$ cat config.mk
export PLATFORM = sky130hd
export DESIGN_NAME = cpu_register_stack_addressing
export DESIGN_NICKNAME = d
export VERILOG_FILES = /design/src/cpu_regs_pkg.sv /design/src/index_adder.sv /design/src/cpu_register_stack_addressing.sv
export SDC_FILE = /design/constraint.sdc
export NUM_CORES = 1
export LEC_CHECK = 0
export BUFFER_PORTS_ARGS = -buffer_cell sky130_fd_sc_hd__buf_4
export CORE_ASPECT_RATIO = 0.8
export CORE_MARGIN = 8
export CORE_UTILIZATION = 40
export DETAILED_ROUTE_END_ITERATION = 10
export PLACE_DENSITY = 0.68
export SLEW_MARGIN = 10
export SYNTH_ARGS = -nofsm -noshare
export SYNTH_HDL_FRONTEND = slang
export SYNTH_SLANG_ARGS = --single-unit
$ cat constraint.sdc
create_clock -name core_clk -period 6.2 [get_ports core_clk]
set_clock_uncertainty 0.2 [all_clocks]
set_input_delay 0.62 -clock core_clk [delete_from_list [all_inputs] [get_ports core_clk]]
set_output_delay 0.62 -clock core_clk [all_outputs]
set_load 0.02 [all_outputs]
$ cat src/cpu_regs_pkg.sv
`default_nettype none
package cpu_regs_pkg;
	localparam int          DATA_W         = 8;
	localparam int          ADDR_W         = 16;
	localparam logic [15:0] MODE_ADDR      = 16'h003B;
	localparam int          STACK_PAGE_BIT = 2;
	localparam int          BREAK_BIT      = 4;
	localparam logic [7:0]  PAGE0_HIGH     = 8'h00;
	localparam logic [7:0]  PAGE1_HIGH     = 8'h01;
	localparam logic [7:0]  BYTE_ONE       = 8'h01;
	localparam logic [15:0] WORD_ONE       = 16'h0001;
	localparam logic [7:0]  BYTE_ZERO      = 8'h00;
	localparam logic [15:0] WORD_ZERO      = 16'h0000;
	localparam logic [7:0]  ACC_RESET      = 8'h00;
	localparam logic [7:0]  INDEX_RESET    = 8'h00;
	localparam logic [7:0]  SP_RESET       = 8'hFF;
	localparam logic [7:0]  STATUS_RESET   = 8'h04;
	localparam logic [7:0]  MODE_RESET     = 8'h00;
	localparam logic [15:0] IP_RESET       = 16'h0000;

	typedef enum logic [4:0] {
		no_op,
		load_accumulator_op,
		load_index_x_op,
		load_index_y_op,
		load_stack_op,
		load_status_op,
		index_x_op,
		index_y_op,
		store_op,
		push_accumulator_op,
		pop_accumulator_op,
		push_status_op,
		pop_status_op,
		break_op,
		jump_op,
		step_op,
		fast_set_op,
		slow_set_op,
		oscillator_halt_op,
		wait_op,
		product_op,
		divide_op
	} cmd_t;

	typedef enum logic [1:0] {
		IDLE,
		POP_READ,
		POP_CAPTURE
	} pop_state_t;
endpackage
`default_nettype wire

$ cat src/index_adder.sv
`timescale 1ns/1ns
`default_nettype none
module index_adder #(
	parameter int ADDR_W = 16,
	parameter int DATA_W = 8
) (
	input  wire logic [ADDR_W-1:0] base,
	input  wire logic [DATA_W-1:0] index,
	output logic      [ADDR_W-1:0] sum
);
	// operand plus zero-extended index register
	assign sum = base + ADDR_W'(index);
endmodule
`default_nettype wire

$ cat src/cpu_register_stack_addressing.sv
// What this block does
// - an 8-bit accumulator is the main source and target of data moves.
// - indexed by the first index register, the address is operand plus it.
// - indexed by the second index register, the address is operand plus it.
// - the 8-bit stack pointer gives the low byte of every stack address.
// - the stack address high byte is 00 with page bit clear, 01 with it set.
// - a 16-bit instruction pointer of high and low bytes holds next address.
// - accumulator and status each have a push and a matching pop.
// - fast-set and slow-set commands are not supported and are refused.
// - oscillator halt, wait, multiply and divide are supported.
// - the stack page bit lives in the mode register at address 0x3B.
// - a break pushes status with break bit set; the live bit reads zero.
`timescale 1ns/1ns
`default_nettype none
module cpu_register_stack_addressing #(
	parameter int DATA_W = cpu_regs_pkg::DATA_W,
	parameter int ADDR_W = cpu_regs_pkg::ADDR_W
) (
	input  wire logic                 core_clk,
	input  wire logic                 rst_b,
	input  wire logic                 cmdValid,
	input  wire cpu_regs_pkg::cmd_t   cmd,
	input  wire logic [DATA_W-1:0]    cmdData,
	input  wire logic [ADDR_W-1:0]    cmdAddr,
	input  wire logic [DATA_W-1:0]    memRdata,
	output logic                      busy,
	output logic [DATA_W-1:0]         accumulator,
	output logic [DATA_W-1:0]         indexX,
	output logic [DATA_W-1:0]         indexY,
	output logic [DATA_W-1:0]         stackPointer,
	output logic [DATA_W-1:0]         statusReg,
	output logic [DATA_W-1:0]         processorModeRegister,
	output logic [ADDR_W-1:0]         instructionPointer,
	output logic [ADDR_W-1:0]         effAddr,
	output logic [ADDR_W-1:0]         memAddr,
	output logic [DATA_W-1:0]         memWdata,
	output logic                      memWrite,
	output logic                      memRead,
	output logic                      illegalOp,
	output logic                      haltReq,
	output logic                      waitReq
);
	logic rstSync1;
	logic rstSync2;
	logic rstN;

	always_ff @(posedge core_clk or negedge rst_b)
	begin
		if (!rst_b)
		begin
			rstSync1 <= 1'b0;
			rstSync2 <= 1'b0;
		end
		else
		begin
			rstSync1 <= 1'b1;
			rstSync2 <= rstSync1;
		end
	end
	assign rstN = rstSync2;

	function automatic logic [ADDR_W-1:0] stackAddr(
		input logic [DATA_W-1:0] mode,
		input logic [DATA_W-1:0] sp
	);
		stackAddr = {mode[cpu_regs_pkg::STACK_PAGE_BIT] ?
			cpu_regs_pkg::PAGE1_HIGH : cpu_regs_pkg::PAGE0_HIGH, sp};
	endfunction

	logic [ADDR_W-1:0] sumX;
	logic [ADDR_W-1:0] sumY;

	index_adder #(.ADDR_W(ADDR_W), .DATA_W(DATA_W)) addX (
		.base (cmdAddr),
		.index(indexX),
		.sum  (sumX)
	);
	index_adder #(.ADDR_W(ADDR_W), .DATA_W(DATA_W)) addY (
		.base (cmdAddr),
		.index(indexY),
		.sum  (sumY)
	);

	cpu_regs_pkg::pop_state_t popState;
	cpu_regs_pkg::pop_state_t next_popState;
	logic                     popToStatus;
	logic                     next_popToStatus;
	logic [DATA_W-1:0]        ipHigh;
	logic [DATA_W-1:0]        ipLow;
	logic [DATA_W-1:0]        next_ipHigh;
	logic [DATA_W-1:0]        next_ipLow;
	logic [DATA_W-1:0]        next_accumulator;
	logic [DATA_W-1:0]        next_indexX;
	logic [DATA_W-1:0]        next_indexY;
	logic [DATA_W-1:0]        next_stackPointer;
	logic [DATA_W-1:0]        next_statusReg;
	logic [DATA_W-1:0]        next_mode;
	logic [ADDR_W-1:0]        next_effAddr;
	logic [ADDR_W-1:0]        next_memAddr;
	logic [DATA_W-1:0]        next_memWdata;
	logic                     next_memWrite;
	logic                     next_memRead;
	logic                     next_illegalOp;
	logic                     next_haltReq;
	logic                     next_waitReq;
	logic                     take;
	logic [ADDR_W-1:0]        product;
	logic [ADDR_W-1:0]        dividend;
	logic [ADDR_W-1:0]        quotient;
	logic [ADDR_W-1:0]        remainder;

	assign take      = cmdValid && popState == cpu_regs_pkg::IDLE;
	assign product   = ADDR_W'(accumulator) * ADDR_W'(cmdData);
	assign dividend  = {indexY, accumulator};
	assign quotient  = (cmdData == cpu_regs_pkg::BYTE_ZERO) ?
		cpu_regs_pkg::WORD_ZERO : dividend / ADDR_W'(cmdData);
	assign remainder = (cmdData == cpu_regs_pkg::BYTE_ZERO) ?
		cpu_regs_pkg::WORD_ZERO : dividend % ADDR_W'(cmdData);

	always_comb
	begin
		next_popState     = popState;
		next_popToStatus  = popToStatus;
		next_accumulator  = accumulator;
		next_indexX       = indexX;
		next_indexY       = indexY;
		next_stackPointer = stackPointer;
		next_statusReg    = statusReg;
		next_mode         = processorModeRegister;
		next_ipHigh       = ipHigh;
		next_ipLow        = ipLow;
		next_effAddr      = effAddr;
		next_memAddr      = memAddr;
		next_memWdata     = memWdata;
		next_memWrite     = 1'b0;
		next_memRead      = 1'b0;
		next_illegalOp    = 1'b0;
		next_haltReq      = 1'b0;
		next_waitReq      = 1'b0;
		unique case (popState)
			cpu_regs_pkg::IDLE:
			begin
				if (take)
				begin
					unique case (cmd)
						cpu_regs_pkg::no_op:
						begin
						end
						cpu_regs_pkg::load_accumulator_op:
							next_accumulator = cmdData;
						cpu_regs_pkg::load_index_x_op:
							next_indexX = cmdData;
						cpu_regs_pkg::load_index_y_op:
							next_indexY = cmdData;
						cpu_regs_pkg::load_stack_op:
							next_stackPointer = cmdData;
						cpu_regs_pkg::load_status_op:
						begin
							next_statusReg = cmdData;
							next_statusReg[cpu_regs_pkg::BREAK_BIT] = 1'b0;
						end
						cpu_regs_pkg::index_x_op:
							next_effAddr = sumX;
						cpu_regs_pkg::index_y_op:
							next_effAddr = sumY;
						cpu_regs_pkg::store_op:
						begin
							next_memAddr  = cmdAddr;
							next_memWdata = accumulator;
							next_memWrite = 1'b1;
							if (cmdAddr == cpu_regs_pkg::MODE_ADDR)
								next_mode = accumulator;
						end
						cpu_regs_pkg::push_accumulator_op,
						cpu_regs_pkg::push_status_op,
						cpu_regs_pkg::break_op:
						begin
							next_memAddr  = stackAddr(processorModeRegister,
								stackPointer);
							next_memWrite = 1'b1;
							next_stackPointer = stackPointer -
								cpu_regs_pkg::BYTE_ONE;
							if (cmd == cpu_regs_pkg::push_accumulator_op)
								next_memWdata = accumulator;
							else
								next_memWdata = statusReg;
							if (cmd == cpu_regs_pkg::break_op)
								next_memWdata[cpu_regs_pkg::BREAK_BIT] = 1'b1;
						end
						cpu_regs_pkg::pop_accumulator_op,
						cpu_regs_pkg::pop_status_op:
						begin
							next_stackPointer = stackPointer +
								cpu_regs_pkg::BYTE_ONE;
							next_memAddr = stackAddr(processorModeRegister,
								next_stackPointer);
							next_memRead = 1'b1;
							next_popToStatus = cmd == cpu_regs_pkg::pop_status_op;
							next_popState = cpu_regs_pkg::POP_READ;
						end
						cpu_regs_pkg::jump_op:
							{next_ipHigh, next_ipLow} = cmdAddr;
						cpu_regs_pkg::step_op:
							{next_ipHigh, next_ipLow} = {ipHigh, ipLow} +
								cpu_regs_pkg::WORD_ONE;
						cpu_regs_pkg::fast_set_op,
						cpu_regs_pkg::slow_set_op:
							next_illegalOp = 1'b1;
						cpu_regs_pkg::oscillator_halt_op:
							next_haltReq = 1'b1;
						cpu_regs_pkg::wait_op:
							next_waitReq = 1'b1;
						cpu_regs_pkg::product_op:
							{next_indexY, next_accumulator} = product;
						cpu_regs_pkg::divide_op:
						begin
							next_illegalOp = cmdData == cpu_regs_pkg::BYTE_ZERO;
							next_accumulator = quotient[DATA_W-1:0];
							next_indexY = remainder[DATA_W-1:0];
						end
						default:
							next_illegalOp = 1'b1;
					endcase
				end
			end
			cpu_regs_pkg::POP_READ:
				next_popState = cpu_regs_pkg::POP_CAPTURE;
			cpu_regs_pkg::POP_CAPTURE:
			begin
				next_popState = cpu_regs_pkg::IDLE;
				if (popToStatus)
				begin
					next_statusReg = memRdata;
					next_statusReg[cpu_regs_pkg::BREAK_BIT] = 1'b0;
				end
				else
					next_accumulator = memRdata;
			end
			default:
				next_popState = cpu_regs_pkg::IDLE;
		endcase
	end

	always_ff @(posedge core_clk or negedge rstN)
	begin
		if (!rstN)
		begin
			popState              <= cpu_regs_pkg::IDLE;
			popToStatus           <= 1'b0;
			busy                  <= 1'b0;
			accumulator           <= cpu_regs_pkg::ACC_RESET;
			indexX                <= cpu_regs_pkg::INDEX_RESET;
			indexY                <= cpu_regs_pkg::INDEX_RESET;
			stackPointer          <= cpu_regs_pkg::SP_RESET;
			statusReg             <= cpu_regs_pkg::STATUS_RESET;
			processorModeRegister <= cpu_regs_pkg::MODE_RESET;
			ipHigh                <= cpu_regs_pkg::IP_RESET[15:8];
			ipLow                 <= cpu_regs_pkg::IP_RESET[7:0];
			instructionPointer    <= cpu_regs_pkg::IP_RESET;
			effAddr               <= cpu_regs_pkg::WORD_ZERO;
			memAddr               <= cpu_regs_pkg::WORD_ZERO;
			memWdata              <= cpu_regs_pkg::BYTE_ZERO;
			memWrite              <= 1'b0;
			memRead               <= 1'b0;
			illegalOp             <= 1'b0;
			haltReq               <= 1'b0;
			waitReq               <= 1'b0;
		end
		else
		begin
			popState              <= next_popState;
			popToStatus           <= next_popToStatus;
			busy                  <= next_popState != cpu_regs_pkg::IDLE;
			accumulator           <= next_accumulator;
			indexX                <= next_indexX;
			indexY                <= next_indexY;
			stackPointer          <= next_stackPointer;
			statusReg             <= next_statusReg;
			processorModeRegister <= next_mode;
			ipHigh                <= next_ipHigh;
			ipLow                 <= next_ipLow;
			instructionPointer    <= {next_ipHigh, next_ipLow};
			effAddr               <= next_effAddr;
			memAddr               <= next_memAddr;
			memWdata              <= next_memWdata;
			memWrite              <= next_memWrite;
			memRead               <= next_memRead;
			illegalOp             <= next_illegalOp;
			haltReq               <= next_haltReq;
			waitReq               <= next_waitReq;
		end
	end

	property p_push_acc;
		@(posedge core_clk) disable iff (!rstN)
		take && cmd == cpu_regs_pkg::push_accumulator_op |=>
			memWrite && memWdata == $past(accumulator) &&
			memAddr[7:0] == $past(stackPointer) &&
			stackPointer == $past(stackPointer) - 8'h01;
	endproperty
	a_push_acc: assert property (p_push_acc)
		else $error("push did not write then decrement");

	property p_page;
		@(posedge core_clk) disable iff (!rstN)
		memWrite && $past(take && (cmd == cpu_regs_pkg::push_status_op ||
			cmd == cpu_regs_pkg::push_accumulator_op ||
			cmd == cpu_regs_pkg::break_op)) |->
			memAddr[15:8] == ($past(processorModeRegister[
			cpu_regs_pkg::STACK_PAGE_BIT]) ?
			cpu_regs_pkg::PAGE1_HIGH : cpu_regs_pkg::PAGE0_HIGH);
	endproperty
	a_page: assert property (p_page)
		else $error("stack page high byte wrong");

	property p_pop;
		@(posedge core_clk) disable iff (!rstN)
		take && cmd == cpu_regs_pkg::pop_accumulator_op |=>
			memRead && memAddr[7:0] == $past(stackPointer) + 8'h01
			##1 busy ##1 accumulator == $past(memRdata) && !busy;
	endproperty
	a_pop: assert property (p_pop)
		else $error("pop sequence wrong");

	property p_break;
		@(posedge core_clk) disable iff (!rstN)
		take && cmd == cpu_regs_pkg::break_op |=> memWrite &&
			memWdata[cpu_regs_pkg::BREAK_BIT];
	endproperty
	a_break: assert property (p_break)
		else $error("break image lacks break bit");

	property p_live_break;
		@(posedge core_clk) disable iff (!rstN)
		!statusReg[cpu_regs_pkg::BREAK_BIT];
	endproperty
	a_live_break: assert property (p_live_break)
		else $error("live break bit set");

	property p_index_x;
		@(posedge core_clk) disable iff (!rstN)
		take && cmd == cpu_regs_pkg::index_x_op |=>
			effAddr == $past(cmdAddr) + {8'h00, $past(indexX)};
	endproperty
	a_index_x: assert property (p_index_x)
		else $error("x indexed address wrong");

	property p_index_y;
		@(posedge core_clk) disable iff (!rstN)
		take && cmd == cpu_regs_pkg::index_y_op |=>
			effAddr == $past(cmdAddr) + {8'h00, $past(indexY)};
	endproperty
	a_index_y: assert property (p_index_y)
		else $error("y indexed address wrong");

	property p_step;
		@(posedge core_clk) disable iff (!rstN)
		take && cmd == cpu_regs_pkg::step_op |=>
			instructionPointer == $past(instructionPointer) + 16'h0001;
	endproperty
	a_step: assert property (p_step)
		else $error("pointer step wrong");

	property p_refuse;
		@(posedge core_clk) disable iff (!rstN)
		take && (cmd == cpu_regs_pkg::fast_set_op ||
			cmd == cpu_regs_pkg::slow_set_op) |=> illegalOp && !memWrite &&
			accumulator == $past(accumulator) &&
			stackPointer == $past(stackPointer)
			##1 (!illegalOp ||
			$past(take && (cmd == cpu_regs_pkg::fast_set_op ||
			cmd == cpu_regs_pkg::slow_set_op ||
			(cmd == cpu_regs_pkg::divide_op &&
			cmdData == cpu_regs_pkg::BYTE_ZERO))));
	endproperty
	a_refuse: assert property (p_refuse)
		else $error("unsupported command not refused");

	property p_mode;
		@(posedge core_clk) disable iff (!rstN)
		take && cmd == cpu_regs_pkg::store_op &&
			cmdAddr == cpu_regs_pkg::MODE_ADDR |=>
			processorModeRegister == $past(accumulator);
	endproperty
	a_mode: assert property (p_mode)
		else $error("mode register not written");

	property p_product;
		@(posedge core_clk) disable iff (!rstN)
		take && cmd == cpu_regs_pkg::product_op |=>
			{indexY, accumulator} == $past(accumulator) * $past(cmdData);
	endproperty
	a_product: assert property (p_product)
		else $error("product wrong");
endmodule
`default_nettype wire

==> reports/qor.txt, run 1 <==
status - finished, violations left
failing checks - setup timing
drt pass-1 iters - 6
hold path startpoint - rstSync1
syn nets - 1976
critical path startpoint category - primary input
CTS buffer count - 17
R2R setup slack - -21.04 ns
FFs w/ async S/R, synth - 1.00
clock root cell - clkbuf_16
I/O Buffers - 148
r2r endpoint - indexY[6]
core area - 0.0346 mm^2
final WL - 58500 um
Yosys reg bits - 114
Final Cell Area - 0.0217 mm^2
Unique masters post-synth - 102
Die Height - 183 um
io pins - 150
Avg Cell Area, Syn - 8.01 um^2
Critical R2R Launch - indexY[7]
Seq/Total Area, Yosys - 0.205
final worst slack - -21.32 ns
initial drt markers - 1648
CP Capture Type - register
grt ovf - 0
Die X - 225 um
dominant synthesized flop cell - dfrtp_1
largest net degree at the start of global routing - 61
Syn-to-layout area delta - 55.0%
max-cap violations - 0
Tightest Pin Transition - 1.10 ns
WP buf/inv - 52
max-slew violations - 0
post-layout min period - 27.52 ns
Clock Pin Slew Worst Setup and Hold Paths - 0.06 ns
initial antenna violation count - 1
crit path max fanout - 7
final setup fails - 16
WHS Endpoint - rstN
Placed Instances - 2694
remaining antenna violation count - 0
final period utilization - 4.44
unrepaired setup endpoints after global routing - true
aggregate global-route resource usage - 0.266
CP max-delay cell - or4_4
Clock Sinks - 114
layout cells sized above 1 - 0.418
Crit path required time - 6.34 ns
Final Hold Vio Count - 0
CTS tree - yes
H-tree lvl count - 4
family with the most delay on the worst path - compound AO/OA/AOI/OAI gates
site row count - 61
Data arrival, critical path - 27.66 ns
starting density of the core - 0.405
Synth Instances - 1747
Vias - 16700
Post-DP Area - 0.0189 mm^2
yosys warns - 0
Vias/cell - 5.78
DRC - 0
clock latency on the worst-skew pair - 0.43 ns
Slew HR - 0.261
maximum buffer depth of the clock tree - 2
first-pass GRT wire length - 88400 um
post-DP HPWL - 41500 um
Post-synth EDFFs - 0
drt wl/cell - 20.3 um
Synth Cell Area - 0.0140 mm^2
Final Non-Filler Cells - 2883
hold path depth - 0
most used cell along the critical path - buf_4
routability cong. - 0.946
max frequency - 36.3 MHz
Worst Hold Class - reg2reg
peak per-stage delay on the critical path - 0.55 ns
nets - 2626
vias in the first global route - 16500
CP Class - in2reg
Die Area - 0.0413 mm^2
FF-to-FF path depth - 148
layer usage:
layer  vias to the layer above  wire [um]  global-route usage
met4                         0       2510               0.108
met2                       781      27200               0.441
met5                         -          0                   0
met3                       206       4810              0.0418
li1                       7670          -                   -
met1                      8021      23900               0.342
flip-flops by register name, indices dropped and copies added (netlist names), 7 cells and up:
signal / count
accumulator: 8
effAddr: 16
indexX: 8
indexY: 8
ipHigh: 7
ipLow: 7
memAddr: 16
memWdata: 8
processorModeRegister: 8
stackPointer: 8
statusReg: 7
worst max-delay path by stage:
stage,endpoint,start,cells after the start
after global placement,indexY[6],cmdData[6],139
after CTS,indexY[6],cmdData[6],139
final,indexY[6],cmdData[6],153
after detailed placement,indexY[6],cmdData[6],141
after floorplan,indexY[6],cmdData[7],148
after global routing,indexY[6],cmdData[6],139
Yosys cell counts (all sizes together) (8+ instances only):
cell    instances  area, um^2
a211oi         11        82.6
a21o           26         195
a21oi         131         667
a221oi         17         149
a22oi          11        82.6
a31oi          17         106
and2           14        87.6
and3           15        93.8
clkbuf         78         293
dfrtp         105        2630
dfstp           9         236
fa             38         761
ha            151        1890
inv            94         353
mux2           43         499
mux2i          24         256
nand2         174         653
nand2b         13        81.3
nand3          38         220
nand4          15        93.8
nor2          178         668
nor2b          20         125
nor3           69         357
nor4           11        68.8
o211ai         13         111
o21a           56         420
o21ai         115         579
o21bai         15         113
o22ai          14        87.6
o31ai          17         141
or2            10        62.6
or3            16         105
or4             8        71.3
xnor2          45         394
xor2           23         201
cells by family (layout without fill, tap and decap cells):
| family | Yosys count | count (layout) | share of synthesized area |
|---|---|---|---|
| other cells | 2 | 3 | 0.000537 |
| simple gates | 604 | 604 | 0.206 |
| xor+xnor | 68 | 68 | 0.0426 |
| compound gates | 522 | 522 | 0.253 |
| flops | 114 | 114 | 0.205 |
| fa+ha+maj | 189 | 189 | 0.189 |
| buf+inv | 181 | 844 | 0.0500 |
| mux | 67 | 67 | 0.0540 |
per-stage QoR:
step / worst slack, ns / TNS [ns] / util / hold slack [ns]
global route: -22.35 / -289.51 / 0.627 / 0.157
detailed placement: -21.68 / -283.03 / 0.548 / 0.139
floorplan: -21.49 / -276.41 / - / 0.124
CTS: -20.25 / -262.93 / 0.606 / 0.153
finish: -21.32 / -276.11 / 0.627 / 0.152
global placement: -20.78 / -271.16 / 0.548 / 0.136
cells in the final DEF (no fill, tap or decap), types with 16 or more instances in the layout:
cell,synthesis,routed
mux2i_1,22,16
nor2b_1,20,17
ha_1,151,120
xor2_1,23,23
buf_6,2,22
a21oi_1,130,105
ha_4,0,30
clkbuf_16,0,17
a21oi_2,0,16
nand3_1,35,32
a21o_1,26,25
buf_4,1,691
nor3_1,68,64
inv_1,93,89
nor2_1,178,159
o21ai_0,107,95
nand2_1,174,161
fa_1,38,37
xnor2_1,45,45
o21a_1,56,53
mux2_2,37,31
dfrtp_1,105,104
final cells by class:
type	instances	area, um^2
Clock inverter	14	155
Antenna cell	1	2.50
Multi-Input combinational cell	1452	11800
Clock buffer	18	439
Timing Repair Buffer	715	5470
Inverter	97	368
Tap cell	472	591
Fill cell	2784	12900
Sequential cell	114	2870
repair_timing:
| action | CTS | global route |
|---|---|---|
| endpoints found under the hold margin | 2 | 0 |
| setup buffers | 116 | 42 |
| gates resized for setup | 97 | 76 |
| setup endpoints to repair | 16 | 16 |
| gates cloned | 0 | 0 |
| hold buffers | 1 | 0 |
| pin swaps | 66 | 106 |
Power of run 1 is left out: the tool's default activity adds up to more than one toggle a clock period on the data nets, which glitch-free logic cannot reach.
==> run 2, diff against run 1 <==
- CORE_MARGIN: 8 -> 1.5
==> reports/qor.txt, run 2 (synthesis gave the netlist of run 1 again) <==
largest net degree at the start of global routing - 80
met1 usage - 0.386
critical path startpoint category - primary input
Data arrival, critical path - 27.25 ns
GRT met2 Usage - 0.493
failing checks - setup timing
unrepaired setup endpoints after global routing - true
clock latency on the worst-skew pair - 0.43 ns
max frequency - 36.9 MHz
initial drt markers - 1517
remaining antenna violation count - 0
maximum buffer depth of the clock tree - 2
aggregate global-route resource usage - 0.298
first-pass GRT wire length - 84600 um
final core occ - 0.610
CP Capture Type - register
site row count - 61
final WL - 55000 um
nets - 2580
Final Cell Area - 0.0211 mm^2
Final Hold Vio Count - 0
Clock Sinks - 114
CTS buffer count - 17
most frequent cells in the layout - buf_4 (653), nand2_1 (166), nor2_1 (163)
Tightest Pin Transition - 1.20 ns
Die Height - 170 um
Die Area - 0.0361 mm^2
vias in the first global route - 16000
starting density of the core - 0.405
CTS tree - yes
DRC - 0
status - finished, violations left
post-DP HPWL - 40000 um
Clock Pin Slew Worst Setup and Hold Paths - 0.06 ns
routability cong. - 0.956
Post-DP Area - 0.0188 mm^2
fillcell total - 2930
crit path max fanout - 7
io pins - 150
I/O Buffers - 148
Die X - 212 um
core area - 0.0346 mm^2
layout cells sized above 1 - 0.395
commonest non-fill, non-tap cell in the layout - buf_4
max-slew violations - 0
final worst slack - -20.91 ns
drt wl/cell - 19.4 um
Vias/cell - 5.76
most used cell along the critical path - o21a_1
CP max-delay cell - or4_4
max-cap violations - 0
post-layout min period - 27.11 ns
grt ovf - 0
total negative setup slack - -272.07 ns
CP Class - in2reg
Vias - 16300
R2R setup slack - -20.62 ns
initial antenna violation count - 0
Crit path required time - 6.34 ns
met3 Use GR - 0.0616
Slew HR - 0.197
peak per-stage delay on the critical path - 0.57 ns
Worst Hold Class - reg2async
# diodes - 0
H-tree lvl count - 4
Syn-to-layout area delta - 50.7%
most congested layer reported by global routing - met2
final period utilization - 4.37
drt pass-1 iters - 8
final setup fails - 16
Regs by FF count - effAddr x16, memAddr x16
clock root cell - clkbuf_16
run 2: cell count changes in the layout (fill, tap and decap cells not counted), sizes merged:
cell | before | now
diode | 1 | 0
clkinvlp | 2 | 3
buf | 714 | 668
inv | 96 | 101
clkinv | 11 | 5
run 2: metrics by stage:
stage               worst slack, ns  hold WS [ns]  std cells
finish                       -20.91         0.101       2836
global route                 -22.00         0.143       2836
CTS                          -20.38         0.119       2797
detailed placement           -21.38         0.111       2679
global placement             -20.57         0.108       2679
floorplan                    -21.49         0.124       1747
run 2: what timing repair did:
action,in CTS,in global routing
gates resized for setup,53,70
endpoints found under the setup margin,16,16
pin swaps,52,80
hold buffers,1,0
buffers inserted,85,43
endpoints found under the hold margin,2,0
run 2: cell type report:
cell class,instances,area (um^2),share of cell area
Clock buffer,18,439,0.0208
Clock inverter,14,168,0.00795
Inverter,97,368,0.0174
Multi-Input combinational cell,1452,11600,0.548
Sequential cell,114,2870,0.136
Tap cell,472,591,0.0280
Timing Repair Buffer,669,5100,0.242
run 2: worst max-delay path, delay by kind of cell:
kind / cells / cell delay [ns]
AOI/OAI and AO/OA: 75 / 12.47
and+or+nand+nor: 40 / 8.06
adders and majority gates: 15 / 4.02
muxes: 6 / 1.52
buffers and inverters: 5 / 0.52
run 2: path summary, 6_finish.rpt:
check                      startpoint                       end  depth (start not counted)
max                        cmdData[5]                 indexY[6]                        141
min                              rstN               effAddr[11]                          0
max reg2reg                 indexY[7]                 indexY[6]                        139
min reg2reg                      rstN               effAddr[11]                          0
max in group asynchronous        rstN  processorModeRegister[0]                          1
min in group core_clk        rstSync1                      rstN                          0
run 2: layer usage:
metal  part of all wire  up-vias
li1                   -     7578
met1               0.41     7836
met2               0.46      745
met3              0.090      169
met4              0.035        0
met5                  0        -
Power of run 2 is left out for the same reason.
==> run 3, diff against run 2 <==
- RECOVER_POWER: not set -> 100
- TNS_END_PERCENT: not set -> 1
==> reports/qor.txt, run 3 (synthesis gave the netlist of run 1 again) <==
met1 usage - 0.389
max frequency - 36.4 MHz
Regs by FF count - effAddr x16, memAddr x16
failing checks - capacitance limit, slew limit, setup timing
Die Height - 170 um
site row count - 61
initial antenna violation count - 0
remaining antenna violation count - 0
most congested layer reported by global routing - met2
met3 Use GR - 0.0491
initial drt markers - 1496
post-DP HPWL - 40000 um
io pins - 150
maximum buffer depth of the clock tree - 2
drt wl/cell - 19.3 um
Vias/cell - 5.78
final period utilization - 4.43
status - finished, violations left
Worst Hold Class - reg2reg
drt pass-1 iters - 6
Tightest Pin Transition - 2.12 ns
aggregate global-route resource usage - 0.289
Syn-to-layout area delta - 38.6%
Die Area - 0.0361 mm^2
Crit path required time - 6.35 ns
clock root cell - clkbuf_16
post-layout min period - 27.48 ns
commonest non-fill, non-tap cell in the layout - buf_4
max-cap violations - 1
unrepaired setup endpoints after global routing - true
crit path max fanout - 7
clock latency on the worst-skew pair - 0.44 ns
footprint of the multi-input gates - 0.0110 mm^2
most used cell along the critical path - o21a_1
largest net degree at the start of global routing - 85
Placed Instances - 2685
DRC - 0
CTS buffer count - 17
Die X - 212 um
Final Non-Filler Cells - 2743
Vias - 15900
CP Capture Type - register
Clock Pin Slew Worst Setup and Hold Paths - 0.06 ns
Clock Sinks - 114
final WL - 52800 um
nets - 2487
critical path startpoint category - primary input
GRT met2 Usage - 0.468
H-tree lvl count - 4
starting density of the core - 0.405
max-slew violations - 85
final worst slack - -21.28 ns
CP max-delay cell - or4b_1
most frequent cells in the layout - buf_4 (470), nand2_1 (170), nor2_1 (165)
vias in the first global route - 15400
peak per-stage delay on the critical path - 0.48 ns
first-pass GRT wire length - 81900 um
fillcell total - 3211
I/O Buffers - 148
Data arrival, critical path - 27.63 ns
Final Hold Vio Count - 0
core area - 0.0346 mm^2
Slew HR - -0.413
register area - 0.00286 mm^2
# diodes - 0
layout cells sized above 1 - 0.296
CTS tree - yes
CP Class - in2reg
final setup fails - 16
grt ovf - 0
routability cong. - 0.937
-- run 3: cell count changes in the layout (fill, tap and decap cells not counted), sizes merged --
cell	previous run	this run
clkbuf	18	119
buf	668	474
-- run 3: cell type report --
| cell class | instances | share of cell area |
|---|---|---|
| Clock inverter | 14 | 0.00864 |
| Timing Repair Buffer | 576 | 0.205 |
| Tap cell | 472 | 0.0304 |
| Sequential cell | 114 | 0.148 |
| Clock buffer | 18 | 0.0226 |
| Multi-Input combinational cell | 1452 | 0.567 |
| Inverter | 97 | 0.0190 |
-- run 3: metrics by stage --
stage               hold WS [ns]   util  setup TNS [ns]  instance area [um^2]  setup WS, ns
finish                     0.156  0.561         -278.49                 19400        -21.28
global route               0.168  0.561         -297.52                 19400        -22.73
CTS                       0.0901  0.567         -270.87                 19600        -20.78
detailed placement        0.0864  0.540         -287.67                 18700        -21.94
global placement          0.0753  0.540         -275.00                 18700        -20.96
floorplan                  0.124      -         -283.12                 14400        -21.94
-- run 3: critical path, delay by kind of cell --
kind | cells | cell delay, ns
adder cells (fa/ha/maj) | 15 | 4.14
multiplexers | 5 | 1.24
AND/OR/NAND/NOR | 37 | 7.50
buffers and inverters | 8 | 1.07
AO/OA/AOI/OAI | 74 | 13.05
-- run 3: path summary, 6_finish.rpt --
kind	start	end	depth (start not counted)	slack, ns
worst max-delay path	cmdData[6]	indexY[6]	139	-21.28
worst min-delay path	rstSync1	rstN	0	0.16
worst max register to register	indexY[7]	indexY[6]	136	-20.94
worst min register to register	rstSync1	rstN	0	0.16
max in group asynchronous	rstN	processorModeRegister[4]	1	2.65
min in group asynchronous	rst_b	rstSync1	2	0.30
-- run 3: what timing repair did --
item,CTS,global route
setup buffers,17,7
pin swaps,27,34
hold endpoints to repair,2,0
cloned,0,0
gates resized for setup,38,30
endpoints found under the setup margin,16,16
hold buffers,1,0
-- run 3: metal layers --
| layer | up-vias | part of all wire |
|---|---|---|
| met5 | - | 0 |
| met4 | 0 | 0.031 |
| met3 | 135 | 0.088 |
| met2 | 712 | 0.45 |
| met1 | 7638 | 0.43 |
| li1 | 7376 | - |
Power of run 3 is left out for the same reason.
